--- config.mk ---
export PLATFORM = sky130hd
export DESIGN_NAME = ace_axle_count_evaluator
export DESIGN_NICKNAME = d
export VERILOG_FILES = /design/src/include/ace_pkg.sv /design/src/verilog/ace_axle_count_evaluator.sv /design/src/verilog/ace_pulse_qualifier.sv
export SDC_FILE = /design/constraint.sdc
export NUM_CORES = 1
export LEC_CHECK = 0
export BUFFER_PORTS_ARGS = -buffer_cell sky130_fd_sc_hd__buf_4
export CAP_MARGIN = 20
export CORE_MARGIN = 5
export CORE_UTILIZATION = 35
export DETAILED_ROUTE_END_ITERATION = 8
export SYNTH_ARGS = -nofsm -noshare
export SYNTH_HDL_FRONTEND = slang
export SYNTH_SLANG_ARGS = --single-unit
export TNS_END_PERCENT = 100
--- constraint.sdc ---
create_clock -name REF_CLK_I -period 6.4 [get_ports REF_CLK_I]
set_input_delay 1.28 -clock REF_CLK_I [delete_from_list [all_inputs] [get_ports REF_CLK_I]]
set_output_delay 1.28 -clock REF_CLK_I [all_outputs]
set_load 0.005 [all_outputs]
--- src/include/ace_pkg.sv ---
// Shared constants and types for the axle count evaluator.
// Assumes a single 40 MHz clock and a word-addressed Avalon-MM slave port.
package ace_pkg;
	// -----------------------------------------------------------------
	// Timing
	// -----------------------------------------------------------------
	localparam int unsigned CLK_HZ = 40_000_000;
	localparam int unsigned CLK_KHZ = CLK_HZ / 1000;
	localparam int unsigned MIN_PULSE_US = 500;
	localparam int unsigned MIN_PULSE_CYC = (CLK_KHZ * MIN_PULSE_US + 999) / 1000;
	localparam int unsigned KEY_HOLD_MS = 2000;
	localparam int unsigned KEY_HOLD_CYC = CLK_KHZ * KEY_HOLD_MS;
	localparam int unsigned RELEASE_MS = 100;
	localparam int unsigned RELEASE_CYC = CLK_KHZ * RELEASE_MS;
	localparam int unsigned CNT_W = 8;

	// -----------------------------------------------------------------
	// Register word offsets (byte address = 4 * offset)
	// -----------------------------------------------------------------
	localparam logic [2:0] REG_CTRL = 3'h0;
	localparam logic [2:0] REG_STATUS = 3'h1;
	localparam logic [2:0] REG_IRQ_STATUS = 3'h2;
	localparam logic [2:0] REG_IRQ_CLEAR = 3'h3;
	localparam logic [2:0] REG_IRQ_ENABLE = 3'h4;

	// Interrupt bit positions
	localparam int unsigned IRQ_W = 6;
	localparam int unsigned IRQ_AXLE_IN = 0;
	localparam int unsigned IRQ_AXLE_OUT = 1;
	localparam int unsigned IRQ_MINUS = 2;
	localparam int unsigned IRQ_BREAKDOWN = 3;
	localparam int unsigned IRQ_RESET_DONE = 4;
	localparam int unsigned IRQ_NOISE = 5;

	// Status field positions
	localparam int unsigned ST_CNT_A = 0;
	localparam int unsigned ST_CNT_B = 8;
	localparam int unsigned ST_MINUS = 16;
	localparam int unsigned ST_BREAKDOWN = 17;
	localparam int unsigned ST_TAKEN = 18;
	localparam int unsigned ST_RESET_BUSY = 19;
	localparam int unsigned ST_FAULT = 20;

	// -----------------------------------------------------------------
	// Carriers
	// -----------------------------------------------------------------
	typedef struct packed {
		logic off_rail;
		logic cable_open;
		logic cable_short;
	} ace_fault_t;

	typedef struct packed {
		logic [2:0] pulse_thr;
		logic pulse_en;
		logic [1:0] axle_thr;
	} ace_cfg_t;

	localparam ace_cfg_t CFG_RST = '{pulse_thr: 3'h3, pulse_en: 1'b1, axle_thr: 2'h1};

	typedef enum logic [6:0] {
		DIR_IDLE = 7'h01,
		DIR_A = 7'h02,
		DIR_AB_A = 7'h04,
		DIR_B_A = 7'h08,
		DIR_B = 7'h10,
		DIR_AB_B = 7'h20,
		DIR_A_B = 7'h40
	} ace_dir_t;

	typedef enum logic [4:0] {
		SEQ_IDLE = 5'h01,
		SEQ_CLEAR = 5'h02,
		SEQ_IN = 5'h04,
		SEQ_OUT = 5'h08,
		SEQ_WAIT = 5'h10
	} ace_seq_t;
endpackage

--- src/verilog/ace_axle_count_evaluator.sv ---
// Axle count evaluator: sensor qualification, direction, dual counter,
// fail-safe latches, key reset sequence and an Avalon-MM register slave.
// Assumes sensor, fault and key pins are asynchronous and one 40 MHz clock.
//
// Behaviour
// - Sensor pulses shorter than the minimum flange duration are discarded as noise.
// - Outside fail-safe, each qualified axle gives a clean one-cycle up or down count pulse.
// - Entering axles raise extended redundant direct release outputs, independent of counting.
// - Up or down is decided by which sensor system is crossed first.
// - An entering axle increments both counter channels together.
// - A leaving axle decrements both counter channels together.
// - Release triggers on the configured entering axle or pulse count.
// - Short, open or off-rail sensor forces breakdown plus occupied.
// - Off-rail beyond one millimetre, flagged by the front end, enters fail-safe.
// - One or more axles held energises both occupied outputs.
// - One or more axles held drops both vacancy outputs.
// - Counting out more axles than in is a minus-axle error.
// - Minus-axle error blocks counting and holds the section occupied.
// - Only the reset key clears minus-axle lockout, not further counting.
// - Reset clears both counters, counts one axle in and out, restores vacant.
// - Both counter channels must always agree; divergence is an internal fault.
// - Vacancy outputs are energised only at zero count and unoccupied.
module ace_axle_count_evaluator
	import ace_pkg::*;
#(
	parameter int unsigned MIN_PULSE_CYCLES = ace_pkg::MIN_PULSE_CYC,
	parameter int unsigned KEY_HOLD_CYCLES = ace_pkg::KEY_HOLD_CYC,
	parameter int unsigned RELEASE_CYCLES = ace_pkg::RELEASE_CYC
) (
	// Clock and reset
	input wire logic REF_CLK_I,
	input wire logic RST_N_I,
	// Avalon-MM slave
	input wire logic [2:0] AVS_ADDRESS_I,
	input wire logic AVS_READ_I,
	input wire logic AVS_WRITE_I,
	input wire logic [31:0] AVS_WRITEDATA_I,
	input wire logic [3:0] AVS_BYTEENABLE_I,
	output logic [31:0] AVS_READDATA_O,
	output logic AVS_WAITREQUEST_O,
	// Double wheel sensor and its fault lines
	input wire logic SENSOR_SYSTEM_ONE_I,
	input wire logic SENSOR_SYSTEM_TWO_I,
	input wire ace_pkg::ace_fault_t SENSOR_FAULT_I,
	// Reset key
	input wire logic COUNTER_RESET_KEY_I,
	// Count pulses and direct release
	output logic COUNT_PULSE_OUTPUT_UP_O,
	output logic COUNT_PULSE_OUTPUT_DOWN_O,
	output logic DIRECT_RELEASE_OUTPUT_A_O,
	output logic DIRECT_RELEASE_OUTPUT_B_O,
	// Section state
	output logic TRACK_TAKEN_OUTPUT_A_O,
	output logic TRACK_TAKEN_OUTPUT_B_O,
	output logic VACANCY_OUTPUT_A_O,
	output logic VACANCY_OUTPUT_B_O,
	output logic BREAKDOWN_INDICATOR_O,
	output logic IRQ_O
);
	import ace_pkg::*;

	localparam int unsigned NSYNC = 6;
	localparam int unsigned KW = $clog2(KEY_HOLD_CYCLES + 1);
	localparam int unsigned RW = $clog2(RELEASE_CYCLES + 1);

	logic [NSYNC-1:0] pin_raw;
	logic [NSYNC-1:0] sync_1;
	logic [NSYNC-1:0] sync_2;
	logic qual_one;
	logic qual_two;
	logic rej_one;
	logic rej_two;
	logic qual_one_d;
	logic qual_two_d;
	ace_fault_t fault_live;
	logic key_live;
	ace_dir_t dir_state;
	ace_dir_t next_dir;
	logic axle_in;
	logic axle_out;
	logic [CNT_W-1:0] cnt_a;
	logic [CNT_W-1:0] cnt_b;
	logic minus_lock;
	logic breakdown;
	logic mismatch;
	logic failsafe;
	logic taken;
	ace_seq_t seq_state;
	logic [KW-1:0] key_held;
	logic [RW-1:0] rel_timer;
	logic [1:0] entry_axles;
	logic [2:0] pulse_cnt;
	logic new_pulse;
	logic rel_trig;
	ace_cfg_t cfg;
	logic [IRQ_W-1:0] irq_stat;
	logic [IRQ_W-1:0] irq_en;
	logic [IRQ_W-1:0] irq_evt;
	logic [31:0] rd_mux;
	logic bus_req;

	// -----------------------------------------------------------------
	// Pin synchronisers
	// -----------------------------------------------------------------
	assign pin_raw = {COUNTER_RESET_KEY_I, SENSOR_FAULT_I, SENSOR_SYSTEM_TWO_I,
		SENSOR_SYSTEM_ONE_I};

	// Two flops per pin; only the second stage is read by logic
	generate
		for (genvar i = 0; i < NSYNC; i++)
		begin : g_sync
			always_ff @(posedge REF_CLK_I)
			begin
				if (!RST_N_I)
				begin
					sync_1[i] <= 1'b0;
					sync_2[i] <= 1'b0;
				end
				else
				begin
					sync_1[i] <= pin_raw[i];
					sync_2[i] <= sync_1[i];
				end
			end
		end
	endgenerate

	assign fault_live = sync_2[4:2];
	assign key_live = sync_2[5];

	// -----------------------------------------------------------------
	// Pulse qualification, one per sensor system
	// -----------------------------------------------------------------
	ace_pulse_qualifier #(.MIN_CYC(MIN_PULSE_CYCLES)) u_qual_one (
		.clk_i(REF_CLK_I),
		.rst_n_i(RST_N_I),
		.level_i(sync_2[0]),
		.qual_o(qual_one),
		.reject_o(rej_one)
	);

	ace_pulse_qualifier #(.MIN_CYC(MIN_PULSE_CYCLES)) u_qual_two (
		.clk_i(REF_CLK_I),
		.rst_n_i(RST_N_I),
		.level_i(sync_2[1]),
		.qual_o(qual_two),
		.reject_o(rej_two)
	);

	// -----------------------------------------------------------------
	// Direction of travel: one then two is entering, two then one leaving
	// -----------------------------------------------------------------
	always_comb
	begin
		next_dir = dir_state;
		axle_in = 1'b0;
		axle_out = 1'b0;
		case (dir_state)
			DIR_IDLE: next_dir = (qual_one && !qual_two) ? DIR_A :
				(!qual_one && qual_two) ? DIR_B : DIR_IDLE;
			DIR_A: next_dir = (qual_one && qual_two) ? DIR_AB_A :
				(qual_one ? DIR_A : DIR_IDLE);
			DIR_AB_A: next_dir = (!qual_one && qual_two) ? DIR_B_A :
				(qual_one && !qual_two) ? DIR_A :
				(qual_one ? DIR_AB_A : DIR_IDLE);
			DIR_B_A:
			begin
				next_dir = (qual_one && qual_two) ? DIR_AB_A :
					(qual_two ? DIR_B_A : DIR_IDLE);
				axle_in = !qual_one && !qual_two;
			end
			DIR_B: next_dir = (qual_one && qual_two) ? DIR_AB_B :
				(qual_two ? DIR_B : DIR_IDLE);
			DIR_AB_B: next_dir = (qual_one && !qual_two) ? DIR_A_B :
				(!qual_one && qual_two) ? DIR_B :
				(qual_two ? DIR_AB_B : DIR_IDLE);
			DIR_A_B:
			begin
				next_dir = (qual_one && qual_two) ? DIR_AB_B :
					(qual_one ? DIR_A_B : DIR_IDLE);
				axle_out = !qual_one && !qual_two;
			end
			default: next_dir = DIR_IDLE;
		endcase
	end

	// Direction state and edge history for pulse counting
	always_ff @(posedge REF_CLK_I)
	begin
		if (!RST_N_I)
		begin
			dir_state <= DIR_IDLE;
			qual_one_d <= 1'b0;
			qual_two_d <= 1'b0;
		end
		else
		begin
			dir_state <= next_dir;
			qual_one_d <= qual_one;
			qual_two_d <= qual_two;
		end
	end

	// Momentary count pulses, suppressed while counting is blocked
	always_ff @(posedge REF_CLK_I)
	begin
		if (!RST_N_I)
		begin
			COUNT_PULSE_OUTPUT_UP_O <= 1'b0;
			COUNT_PULSE_OUTPUT_DOWN_O <= 1'b0;
		end
		else
		begin
			COUNT_PULSE_OUTPUT_UP_O <= axle_in && !failsafe;
			COUNT_PULSE_OUTPUT_DOWN_O <= axle_out && !failsafe;
		end
	end

	// -----------------------------------------------------------------
	// Occupation trigger and direct release timer
	// -----------------------------------------------------------------
	assign new_pulse = (qual_one && !qual_one_d) || (qual_two && !qual_two_d);
	// Trigger on the configured complete entering axle or pulse total
	// One bit wider so a saturated run counter cannot wrap past the threshold
	assign rel_trig = ((cfg.axle_thr != 2'h0) && axle_in &&
		(({1'b0, entry_axles} + 3'h1) >= {1'b0, cfg.axle_thr})) ||
		(cfg.pulse_en && new_pulse &&
		(({1'b0, pulse_cnt} + 4'h1) >= {1'b0, cfg.pulse_thr}));

	// Run counters restart once the section is clear, the sensor idle and the release timer expired
	always_ff @(posedge REF_CLK_I)
	begin
		if (!RST_N_I)
		begin
			entry_axles <= '0;
			pulse_cnt <= '0;
		end
		else if (taken || dir_state != DIR_IDLE || rel_timer != '0)
		begin
			if (axle_in && entry_axles != 2'h3)
				entry_axles <= entry_axles + 2'h1;
			if (new_pulse && pulse_cnt != 3'h7)
				pulse_cnt <= pulse_cnt + 3'h1;
		end
		else
		begin
			entry_axles <= '0;
			pulse_cnt <= {2'h0, new_pulse};
		end
	end

	// Extended release drives both redundant outputs regardless of count
	always_ff @(posedge REF_CLK_I)
	begin
		if (!RST_N_I)
		begin
			rel_timer <= '0;
			DIRECT_RELEASE_OUTPUT_A_O <= 1'b0;
			DIRECT_RELEASE_OUTPUT_B_O <= 1'b0;
		end
		else
		begin
			if (rel_trig)
				rel_timer <= RW'(RELEASE_CYCLES);
			else if (rel_timer != '0)
				rel_timer <= rel_timer - 1'b1;
			DIRECT_RELEASE_OUTPUT_A_O <= rel_trig || (rel_timer > RW'(1));
			DIRECT_RELEASE_OUTPUT_B_O <= rel_trig || (rel_timer > RW'(1));
		end
	end

	// -----------------------------------------------------------------
	// Dual counter channels
	// -----------------------------------------------------------------
	assign mismatch = (cnt_a != cnt_b);
	assign failsafe = minus_lock || breakdown;
	assign taken = failsafe || (cnt_a != '0) || (cnt_b != '0);

	// Both channels move together; sequence steps win over traffic
	always_ff @(posedge REF_CLK_I)
	begin
		if (!RST_N_I)
		begin
			cnt_a <= '0;
			cnt_b <= '0;
		end
		else if (seq_state == SEQ_CLEAR)
		begin
			cnt_a <= '0;
			cnt_b <= '0;
		end
		else if (seq_state == SEQ_IN)
		begin
			cnt_a <= cnt_a + 1'b1;
			cnt_b <= cnt_b + 1'b1;
		end
		else if (seq_state == SEQ_OUT)
		begin
			cnt_a <= cnt_a - 1'b1;
			cnt_b <= cnt_b - 1'b1;
		end
		else if (!failsafe)
		begin
			if (axle_in && cnt_a != '1 && cnt_b != '1)
			begin
				cnt_a <= cnt_a + 1'b1;
				cnt_b <= cnt_b + 1'b1;
			end
			else if (axle_out && cnt_a != '0 && cnt_b != '0)
			begin
				cnt_a <= cnt_a - 1'b1;
				cnt_b <= cnt_b - 1'b1;
			end
		end
	end

	// Minus-axle lockout; counting in cannot clear it, only the key sequence
	always_ff @(posedge REF_CLK_I)
	begin
		if (!RST_N_I)
			minus_lock <= 1'b0;
		else if (axle_out && !failsafe && (cnt_a == '0 || cnt_b == '0))
			minus_lock <= 1'b1;
		else if (seq_state == SEQ_CLEAR)
			minus_lock <= 1'b0;
	end

	// Breakdown latch: live sensor fault or channel divergence; set beats clear
	always_ff @(posedge REF_CLK_I)
	begin
		if (!RST_N_I)
			breakdown <= 1'b0;
		else if (fault_live != 3'h0)
			breakdown <= 1'b1;
		else if (mismatch && seq_state == SEQ_IDLE)
			breakdown <= 1'b1;
		else if (seq_state == SEQ_CLEAR)
			breakdown <= 1'b0;
	end

	// -----------------------------------------------------------------
	// Key reset sequence
	// -----------------------------------------------------------------
	// Key must stay held the full time; a sensor fault still present refuses it
	always_ff @(posedge REF_CLK_I)
	begin
		if (!RST_N_I)
		begin
			key_held <= '0;
			seq_state <= SEQ_IDLE;
		end
		else
		begin
			if (!key_live)
				key_held <= '0;
			else if (key_held != KW'(KEY_HOLD_CYCLES))
				key_held <= key_held + 1'b1;
			case (seq_state)
				SEQ_IDLE:
					if (key_held == KW'(KEY_HOLD_CYCLES) && fault_live == 3'h0)
						seq_state <= SEQ_CLEAR;
				SEQ_CLEAR: seq_state <= SEQ_IN;
				SEQ_IN: seq_state <= SEQ_OUT;
				SEQ_OUT: seq_state <= SEQ_WAIT;
				// One sequence per actuation: wait for the key to drop
				SEQ_WAIT:
					if (!key_live)
						seq_state <= SEQ_IDLE;
				default: seq_state <= SEQ_IDLE;
			endcase
		end
	end

	// -----------------------------------------------------------------
	// Section outputs
	// -----------------------------------------------------------------
	// Any fail-safe latch forces occupied, never vacant
	always_ff @(posedge REF_CLK_I)
	begin
		if (!RST_N_I)
		begin
			TRACK_TAKEN_OUTPUT_A_O <= 1'b1;
			TRACK_TAKEN_OUTPUT_B_O <= 1'b1;
			VACANCY_OUTPUT_A_O <= 1'b0;
			VACANCY_OUTPUT_B_O <= 1'b0;
			BREAKDOWN_INDICATOR_O <= 1'b0;
		end
		else
		begin
			TRACK_TAKEN_OUTPUT_A_O <= taken;
			TRACK_TAKEN_OUTPUT_B_O <= taken;
			VACANCY_OUTPUT_A_O <= !taken && seq_state == SEQ_IDLE;
			VACANCY_OUTPUT_B_O <= !taken && seq_state == SEQ_IDLE;
			BREAKDOWN_INDICATOR_O <= breakdown;
		end
	end

	// -----------------------------------------------------------------
	// Interrupts: sticky status, write-one clear, enable mask
	// -----------------------------------------------------------------
	assign irq_evt = {rej_one || rej_two, seq_state == SEQ_OUT,
		breakdown == 1'b0 && (fault_live != 3'h0 || mismatch),
		axle_out && !failsafe && (cnt_a == '0 || cnt_b == '0),
		COUNT_PULSE_OUTPUT_DOWN_O, COUNT_PULSE_OUTPUT_UP_O};

	// A new event in the clearing cycle stays set
	always_ff @(posedge REF_CLK_I)
	begin
		if (!RST_N_I)
		begin
			irq_stat <= '0;
			IRQ_O <= 1'b0;
		end
		else
		begin
			if (bus_req && AVS_WRITE_I && AVS_ADDRESS_I == REG_IRQ_CLEAR && AVS_BYTEENABLE_I[0])
				irq_stat <= (irq_stat & ~AVS_WRITEDATA_I[IRQ_W-1:0]) | irq_evt;
			else
				irq_stat <= irq_stat | irq_evt;
			IRQ_O <= ((irq_stat | irq_evt) & irq_en) != '0;
		end
	end

	// -----------------------------------------------------------------
	// Avalon-MM slave: one wait cycle, then waitrequest low for one cycle
	// -----------------------------------------------------------------
	assign bus_req = (AVS_READ_I || AVS_WRITE_I) && !AVS_WAITREQUEST_O;

	// Read multiplexer; unmapped and write-only words read zero
	always_comb
	begin
		rd_mux = 32'h0000_0000;
		case (AVS_ADDRESS_I)
			REG_CTRL: rd_mux[5:0] = cfg;
			REG_STATUS:
			begin
				rd_mux[ST_CNT_A +: CNT_W] = cnt_a;
				rd_mux[ST_CNT_B +: CNT_W] = cnt_b;
				rd_mux[ST_MINUS] = minus_lock;
				rd_mux[ST_BREAKDOWN] = breakdown;
				rd_mux[ST_TAKEN] = taken;
				rd_mux[ST_RESET_BUSY] = seq_state != SEQ_IDLE;
				rd_mux[ST_FAULT +: 3] = fault_live;
			end
			REG_IRQ_STATUS: rd_mux[IRQ_W-1:0] = irq_stat;
			REG_IRQ_ENABLE: rd_mux[IRQ_W-1:0] = irq_en;
			default: rd_mux = 32'h0000_0000;
		endcase
	end

	// Handshake, read data capture and writable registers
	always_ff @(posedge REF_CLK_I)
	begin
		if (!RST_N_I)
		begin
			AVS_WAITREQUEST_O <= 1'b1;
			AVS_READDATA_O <= 32'h0000_0000;
			cfg <= CFG_RST;
			irq_en <= '0;
		end
		else
		begin
			AVS_WAITREQUEST_O <= !((AVS_READ_I || AVS_WRITE_I) && AVS_WAITREQUEST_O);
			if ((AVS_READ_I || AVS_WRITE_I) && AVS_WAITREQUEST_O)
				AVS_READDATA_O <= AVS_READ_I ? rd_mux : 32'h0000_0000;
			if (bus_req && AVS_WRITE_I && AVS_BYTEENABLE_I[0])
			begin
				if (AVS_ADDRESS_I == REG_CTRL)
					cfg <= AVS_WRITEDATA_I[5:0];
				if (AVS_ADDRESS_I == REG_IRQ_ENABLE)
					irq_en <= AVS_WRITEDATA_I[IRQ_W-1:0];
			end
		end
	end
endmodule // ace_axle_count_evaluator

--- src/verilog/ace_pulse_qualifier.sv ---
// Minimum-duration qualifier for one wheel sensor system.
// Assumes its input is already synchronised to the clock.
module ace_pulse_qualifier #(
	parameter int unsigned MIN_CYC = 20000
) (
	// Clock and reset
	input wire logic clk_i,
	input wire logic rst_n_i,
	// Raw level in
	input wire logic level_i,
	// Qualified level and rejected-pulse strobe out
	output logic qual_o,
	output logic reject_o
);
	localparam int unsigned CW = $clog2(MIN_CYC + 1);
	localparam logic [CW-1:0] LIMIT = CW'(MIN_CYC - 1);

	logic [CW-1:0] held;

	// -----------------------------------------------------------------
	// Duration count; short pulses never reach the output
	// -----------------------------------------------------------------
	always_ff @(posedge clk_i)
	begin
		if (!rst_n_i)
		begin
			held <= '0;
			qual_o <= 1'b0;
			reject_o <= 1'b0;
		end
		else
		begin
			reject_o <= 1'b0;
			if (!level_i)
			begin
				// A pulse that ended before qualifying is noise
				reject_o <= (held != '0) && !qual_o;
				held <= '0;
				qual_o <= 1'b0;
			end
			else if (held >= LIMIT)
			begin
				qual_o <= 1'b1;
			end
			else
			begin
				held <= held + 1'b1;
			end
		end
	end
endmodule // ace_pulse_qualifier

Yosys cells after proc, flatten, opt, wreduce, memory -nomap -nowiden
Index checks and enable logic that the tools add are counted.

Input port bits: 49. Register bits: 190. Logic and storage cells: 222. Output and inout port bits: 43.

Order comparisons: 5. $add $sub $neg: 12. Bitwise logic cells: 7. Multiplexer cells: 44. Reduce and logical (&&, ||, !) cells: 79. Equality and inequality tests: 29.

Operators by type and width (count): 2-to-1 mux 8 bit (10); one-hot mux 7 bit (7 select lines) (1); 2-to-1 mux 22 bit (2); logical AND 1 bit (31); adder 15 x 1 -> 15 bit, second input constant (2); >= comparator 15 bit, second input constant (2); nonzero test 15 bit (2); adder 27 x 1 -> 27 bit, second input constant (1); == test 27 bit, second input constant (1); != test 27 bit, second input constant (1); 2-to-1 mux 5 bit (5); one-hot mux 5 bit (5 select lines) (1); 2-to-1 mux 6 bit (4); one-hot mux 6 bit (4 select lines) (1); 2-to-1 mux 23 bit (1); > comparator 22 x 1 -> 1 bit, second input constant (1); nonzero test 22 bit (1); subtractor 22 x 1 -> 22 bit, second input constant (1); 2-to-1 mux 7 bit (3); 2-to-1 mux 17 bit (1); adder 8 x 1 -> 8 bit, second input constant (2); zero test 8 bit (2); != test 8 bit, second input constant (2); AND reduction 2 bit (8); 46 further kinds (90).

Depth between registers and ports, before layout
Depth after elaboration: 10. Mapped depth: 10. Mapped depth without buffers: 8.

Modules after synthesis
From an unflattened synthesis, not the netlist that was laid out.

Cells, all modules: 1011. Area, all modules: 8665.8 um^2.

By module, submodules not included: ace_axle_count_evaluator (sequential area each 2942.8 um^2, cells an instance 821, times used 1, area an instance 7011.7 um^2); ace_pulse_qualifier (sequential area each 340.3 um^2, cells an instance 95, times used 2, area an instance 827.0 um^2).

Worst setup path before layout
No wires, ideal clock.

Path kind: input-to-reg. Start point: input AVS_ADDRESS_I[0]. End point: register AVS_READDATA_O[12]. Arrival time: 2.713 ns. Data required time: 6.335 ns. Setup time: 0.065 ns. Path buffers: 4. Slack: 3.622 ns. Stages on the path: 8. Cell sequence: clkbuf_1 > and2_1 > clkbuf_1 > nor2b_1 > clkbuf_1 > clkbuf_1 > a22oi_1 > nor2_1.

Word-level cells in the longest chain between the ends: 3.

Ends and longest elaborated chain: start, declared (RTL line ace_axle_count_evaluator.sv:34) `input wire logic [2:0] AVS_ADDRESS_I,`; == test 3 x 1 -> 1 bit (RTL line ace_axle_count_evaluator.sv:433) `case (AVS_ADDRESS_I)`; 2-to-1 mux 17 bit (RTL line ace_axle_count_evaluator.sv:433); 2-to-1 mux 23 bit (RTL line ace_axle_count_evaluator.sv:465) `AVS_READDATA_O <= AVS_READ_I ? rd_mux : 32'h0000_0000;`; end signal, assigned (RTL line ace_axle_count_evaluator.sv:465); end, declared (RTL line ace_axle_count_evaluator.sv:39) `output logic [31:0] AVS_READDATA_O,`.

No other way between the ends. A chain may end at the register's enable or synchronous reset.

Worst setup path after layout
Start point: register pulse_cnt[0]. End point: register rel_timer[1].

Word-level cells in the longest chain between the ends: 5.

Ends and longest elaborated chain: start, declared (RTL line ace_axle_count_evaluator.sv:92) `logic [2:0] pulse_cnt;`; start signal, assigned (RTL line ace_axle_count_evaluator.sv:243) `pulse_cnt <= pulse_cnt + 3'h1;`; start signal, assigned (RTL line ace_axle_count_evaluator.sv:248) `pulse_cnt <= {2'h0, new_pulse};`; adder 3 x 1 -> 4 bit (RTL line ace_axle_count_evaluator.sv:228) `(({1'b0, pulse_cnt} + 4'h1) >= {1'b0, cfg.pulse_thr}));`; >= comparator 4 x 3 -> 1 bit (RTL line ace_axle_count_evaluator.sv:228); logical AND 1 bit (RTL line ace_axle_count_evaluator.sv:227) `(cfg.pulse_en && new_pulse &&`; logical OR 1 bit (RTL line ace_axle_count_evaluator.sv:226) `(({1'b0, entry_axles} + 3'h1) >= {1'b0, cfg.axle_thr})) ||`; OR reduction 2 bit (no line); end signal, assigned (RTL line ace_axle_count_evaluator.sv:264) `rel_timer <= RW'(RELEASE_CYCLES);`; end signal, assigned (RTL line ace_axle_count_evaluator.sv:266) `rel_timer <= rel_timer - 1'b1;`; end, declared (RTL line ace_axle_count_evaluator.sv:90) `logic [RW-1:0] rel_timer;`.

No other way between the ends.

==> impl_metrics.py <==
metrics = {
    "floorplanning": {
        "die_x_um": 168,
        "rows": 57,
        "fp.dieH_um": 168,
        "die-area_um2": 28100,
        "core_area_um2": 24400,
        "start_util_pct": 35.7,
        "pin_count": 92,
    },
    "routing": {
        "drt_first_pass_iters": 4,
        "routed_wl_um": 18700,
        "vias": 6924,
        "drt_iter0_markers": 354,
        "drc": 0,
        "wire_per_inst_um": 13.6,
        "ant_nets": 0,
        "vias_per_cell": 5.01,
    },
    "worst_setup_path": {
        "worstSetupPathType": "reg2reg",
        "arrival_ns": 3.24,
        "cp-start-kind": "flip-flop",
        "required_ns": 6.74,
        "crit_fanout": 15,
        "crit_path_end_kind": "flip-flop",
    },
    "clock_tree": {
        "post_cts_buffers": 0,
        "ctsHoldBuffers": 0,
        "clock_latency_ns": 0.43,
        "cts.path.max_buffers": 2,
        "cts_resized": 0,
        "cts_tree": "done",
        "cts_buffers": 17,
        "clock-sinks": 181,
        "ctsRootBufferMaster": "clkbuf_16",
        "cts.clk_slew.worst_paths_ns": 0.07,
        "h-tree-depth": 4,
    },
    "grt": {
        "grt_pass1_vias": 6446,
        "grt_usage_pct": 13.1,
        "grt_pass1_wl_um": 31500,
        "grt.overflow.total": 0,
        "antenna_found_initial": 0,
        "grt_max_degree": 56,
    },
    "sta": {
        "rsz0062_at_grt": "false",
        "tns_ns": 0,
        "slew_headroom_pct": 32.8,
        "finalSetupViolCount": 0,
        "worstMarginPinSlew_ns": 1.00,
        "timing.final.ws_setup_ns": 3.50,
        "fmax_mhz": 344,
        "fin_crit_sh_pct": 45.4,
        "clock_skew_ns": 0.0110,
        "min_period_ns": 2.90,
        "hold_viol_final": 0,
        "maxSlewViolCount": 0,
    },
    "place": {
        "dp_hpwl_um": 13100,
        "placed_cell_area_um2": 9250,
        "place.gp.congestion": 0.850,
        "dp_slack_ns": 3.26,
        "dp.cells": 1349,
        "portBuffers": 53,
    },
    "yosys": {
        "ys_seq_elements": 181,
        "netlist_instances": 1018,
        "ys_seq_area_share_pct": 41.6,
        "synth_edf_count": 0,
        "syn_avg_cell_area_um2": 8.56,
        "yosys_warnings": 0,
        "synth_area_um2": 8710,
        "ys_types": 67,
        "ys.flop_type": "dfxtp_1",
        "async_flop_share_pct": 0,
    },
    "cells_and_area": {
        "final_area_um2": 9830,
        "n_antenna_cell": 0,
        "synthToLayoutAreaGrowth_pct": 12.8,
        "drive_gt1_share_pct": 10.7,
        "nNetsFinal": 1123,
        "mostFrequentLayoutCells": "dfxtp_1, nor2_1, nand2_1",
        "layout_commonest_cell": "dfxtp_1",
        "final_cells": 1382,
        "utilization_pct": 40.3,
    },
    "job": {
        "maxCapViolCount": 0,
    },
    "pwr": {
        "power_density_nw_per_um2": 280,
        "p_leak_nw": 3.74,
        "vdd_drop_max_mv": 0.136,
    },
    "outcome": {
        "outcome": "finished, final reports clean",
    },
    "worst_hold_path": {
        "worstHoldPathType": "reg2reg",
    },
}
-- cells by family (layout without fill, tap and decap cells) --
group	Yosys count	count (layout)	synth area share (%)
simple gates	448	448	26.2
flops	181	181	41.6
compound gates	164	164	11.5
buf+inv	84	116	4.78
xor+xnor	80	80	8.04
fa+ha+maj	30	30	4.37
mux	30	30	3.48
other cells	1	9	0.0431
-- sequential cells by signal (all words and copies together), names as in the netlist, 3 cells and up --
signal and count:
cnt_b 8, u_qual_two.held 15, fault_live 3, cfg 6, u_qual_one.held 15, seq_state 5, rel_timer 22, AVS_READDATA_O 23
sync_1 6, cnt_a 8, irq_en 6, pulse_cnt 3, key_held 27, dir_state 7, irq_stat 6
-- final timing paths --
path	from	to	slack [ns]	depth (start not counted)
setup / recovery	pulse_cnt[0]	rel_timer[1]	3.50	8
hold / removal	sync_1[2]	fault_live[0]	0.43	1
setup reg to reg	pulse_cnt[0]	rel_timer[1]	3.50	8
hold reg to reg	sync_1[2]	fault_live[0]	0.43	1
-- layer usage --
metal | part of all wire, % | vias up | GRT usage, %
met4 | 1.3 | 0 | 3.78
met3 | 3.0 | 18 | 2.76
met1 | 51 | 3228 | 18.0
met2 | 45 | 93 | 20.8
met5 | 0 | - | 0
li1 | - | 3585 | -
-- critical path, stage by stage (launching register included) --
cell	delay [ns]
dfxtp_1	0.36
ha_1	0.22
ha_1	0.29
ha_1	0.18
a31oi_1	0.12
o21ai_0	0.10
a31oi_1	0.66
nand2_1	0.54
a211oi_1	0.34
-- per-stage QoR --
stage / hold slack, ns / total power [mW]
after global routing: 0.448 / 2.90
after global placement: 0.414 / 1.76
after floorplan: 0.406 / 1.67
after CTS: 0.432 / 2.78
final: 0.432 / 2.75
after detailed placement: 0.417 / 1.77
-- report_power, final --
part	total, mW	internal, mW	switching [mW]
combinational	0.488	0.213	0.275
clock	1.01	0.527	0.486
sequential	1.25	1.19	0.0581
total	2.75	1.93	0.819
-- cell type report --
cell class / instances / area, µm²
Clock buffer: 18 / 439
Clock inverter: 14 / 133
Fill cell: 2496 / 14600
Inverter: 27 / 101
Multi-Input combinational cell: 761 / 4700
Sequential cell: 181 / 3620
Tap cell: 324 / 405
Timing Repair Buffer: 57 / 425
-- cells in the mapped netlist (3+ instances only) --
master	n	area share [%]
dfxtp_1	181	42
nor2_1	152	6.6
nand2_1	75	3.2
a21oi_1	63	3.6
nand3_1	46	2.6
xor2_1	41	4.1
xnor2_1	39	3.9
o21ai_0	38	2.2
clkbuf_1	31	1.3
ha_1	28	4.0
mux2i_1	28	3.2
inv_1	26	1.1
nor3_1	23	1.3
a22oi_1	22	1.9
nor4_1	20	1.4
or3_1	20	1.4
nand4_1	19	1.4
and2_1	16	1.1
and3_1	15	1.1
buf_4	12	1.0
nor2b_1	12	0.86
nor4b_1	11	1.1
a31oi_1	9	0.65
buf_2	8	0.46
nand3b_1	6	0.52
nand2b_1	5	0.36
and4_1	4	0.40
buf_6	4	0.52
or2_2	4	0.29
or4_1	4	0.34
a211oi_1	3	0.26
a21boi_0	3	0.26
o211ai_1	3	0.26
or4_4	3	0.39
Power figures use the tool's default switching activity.
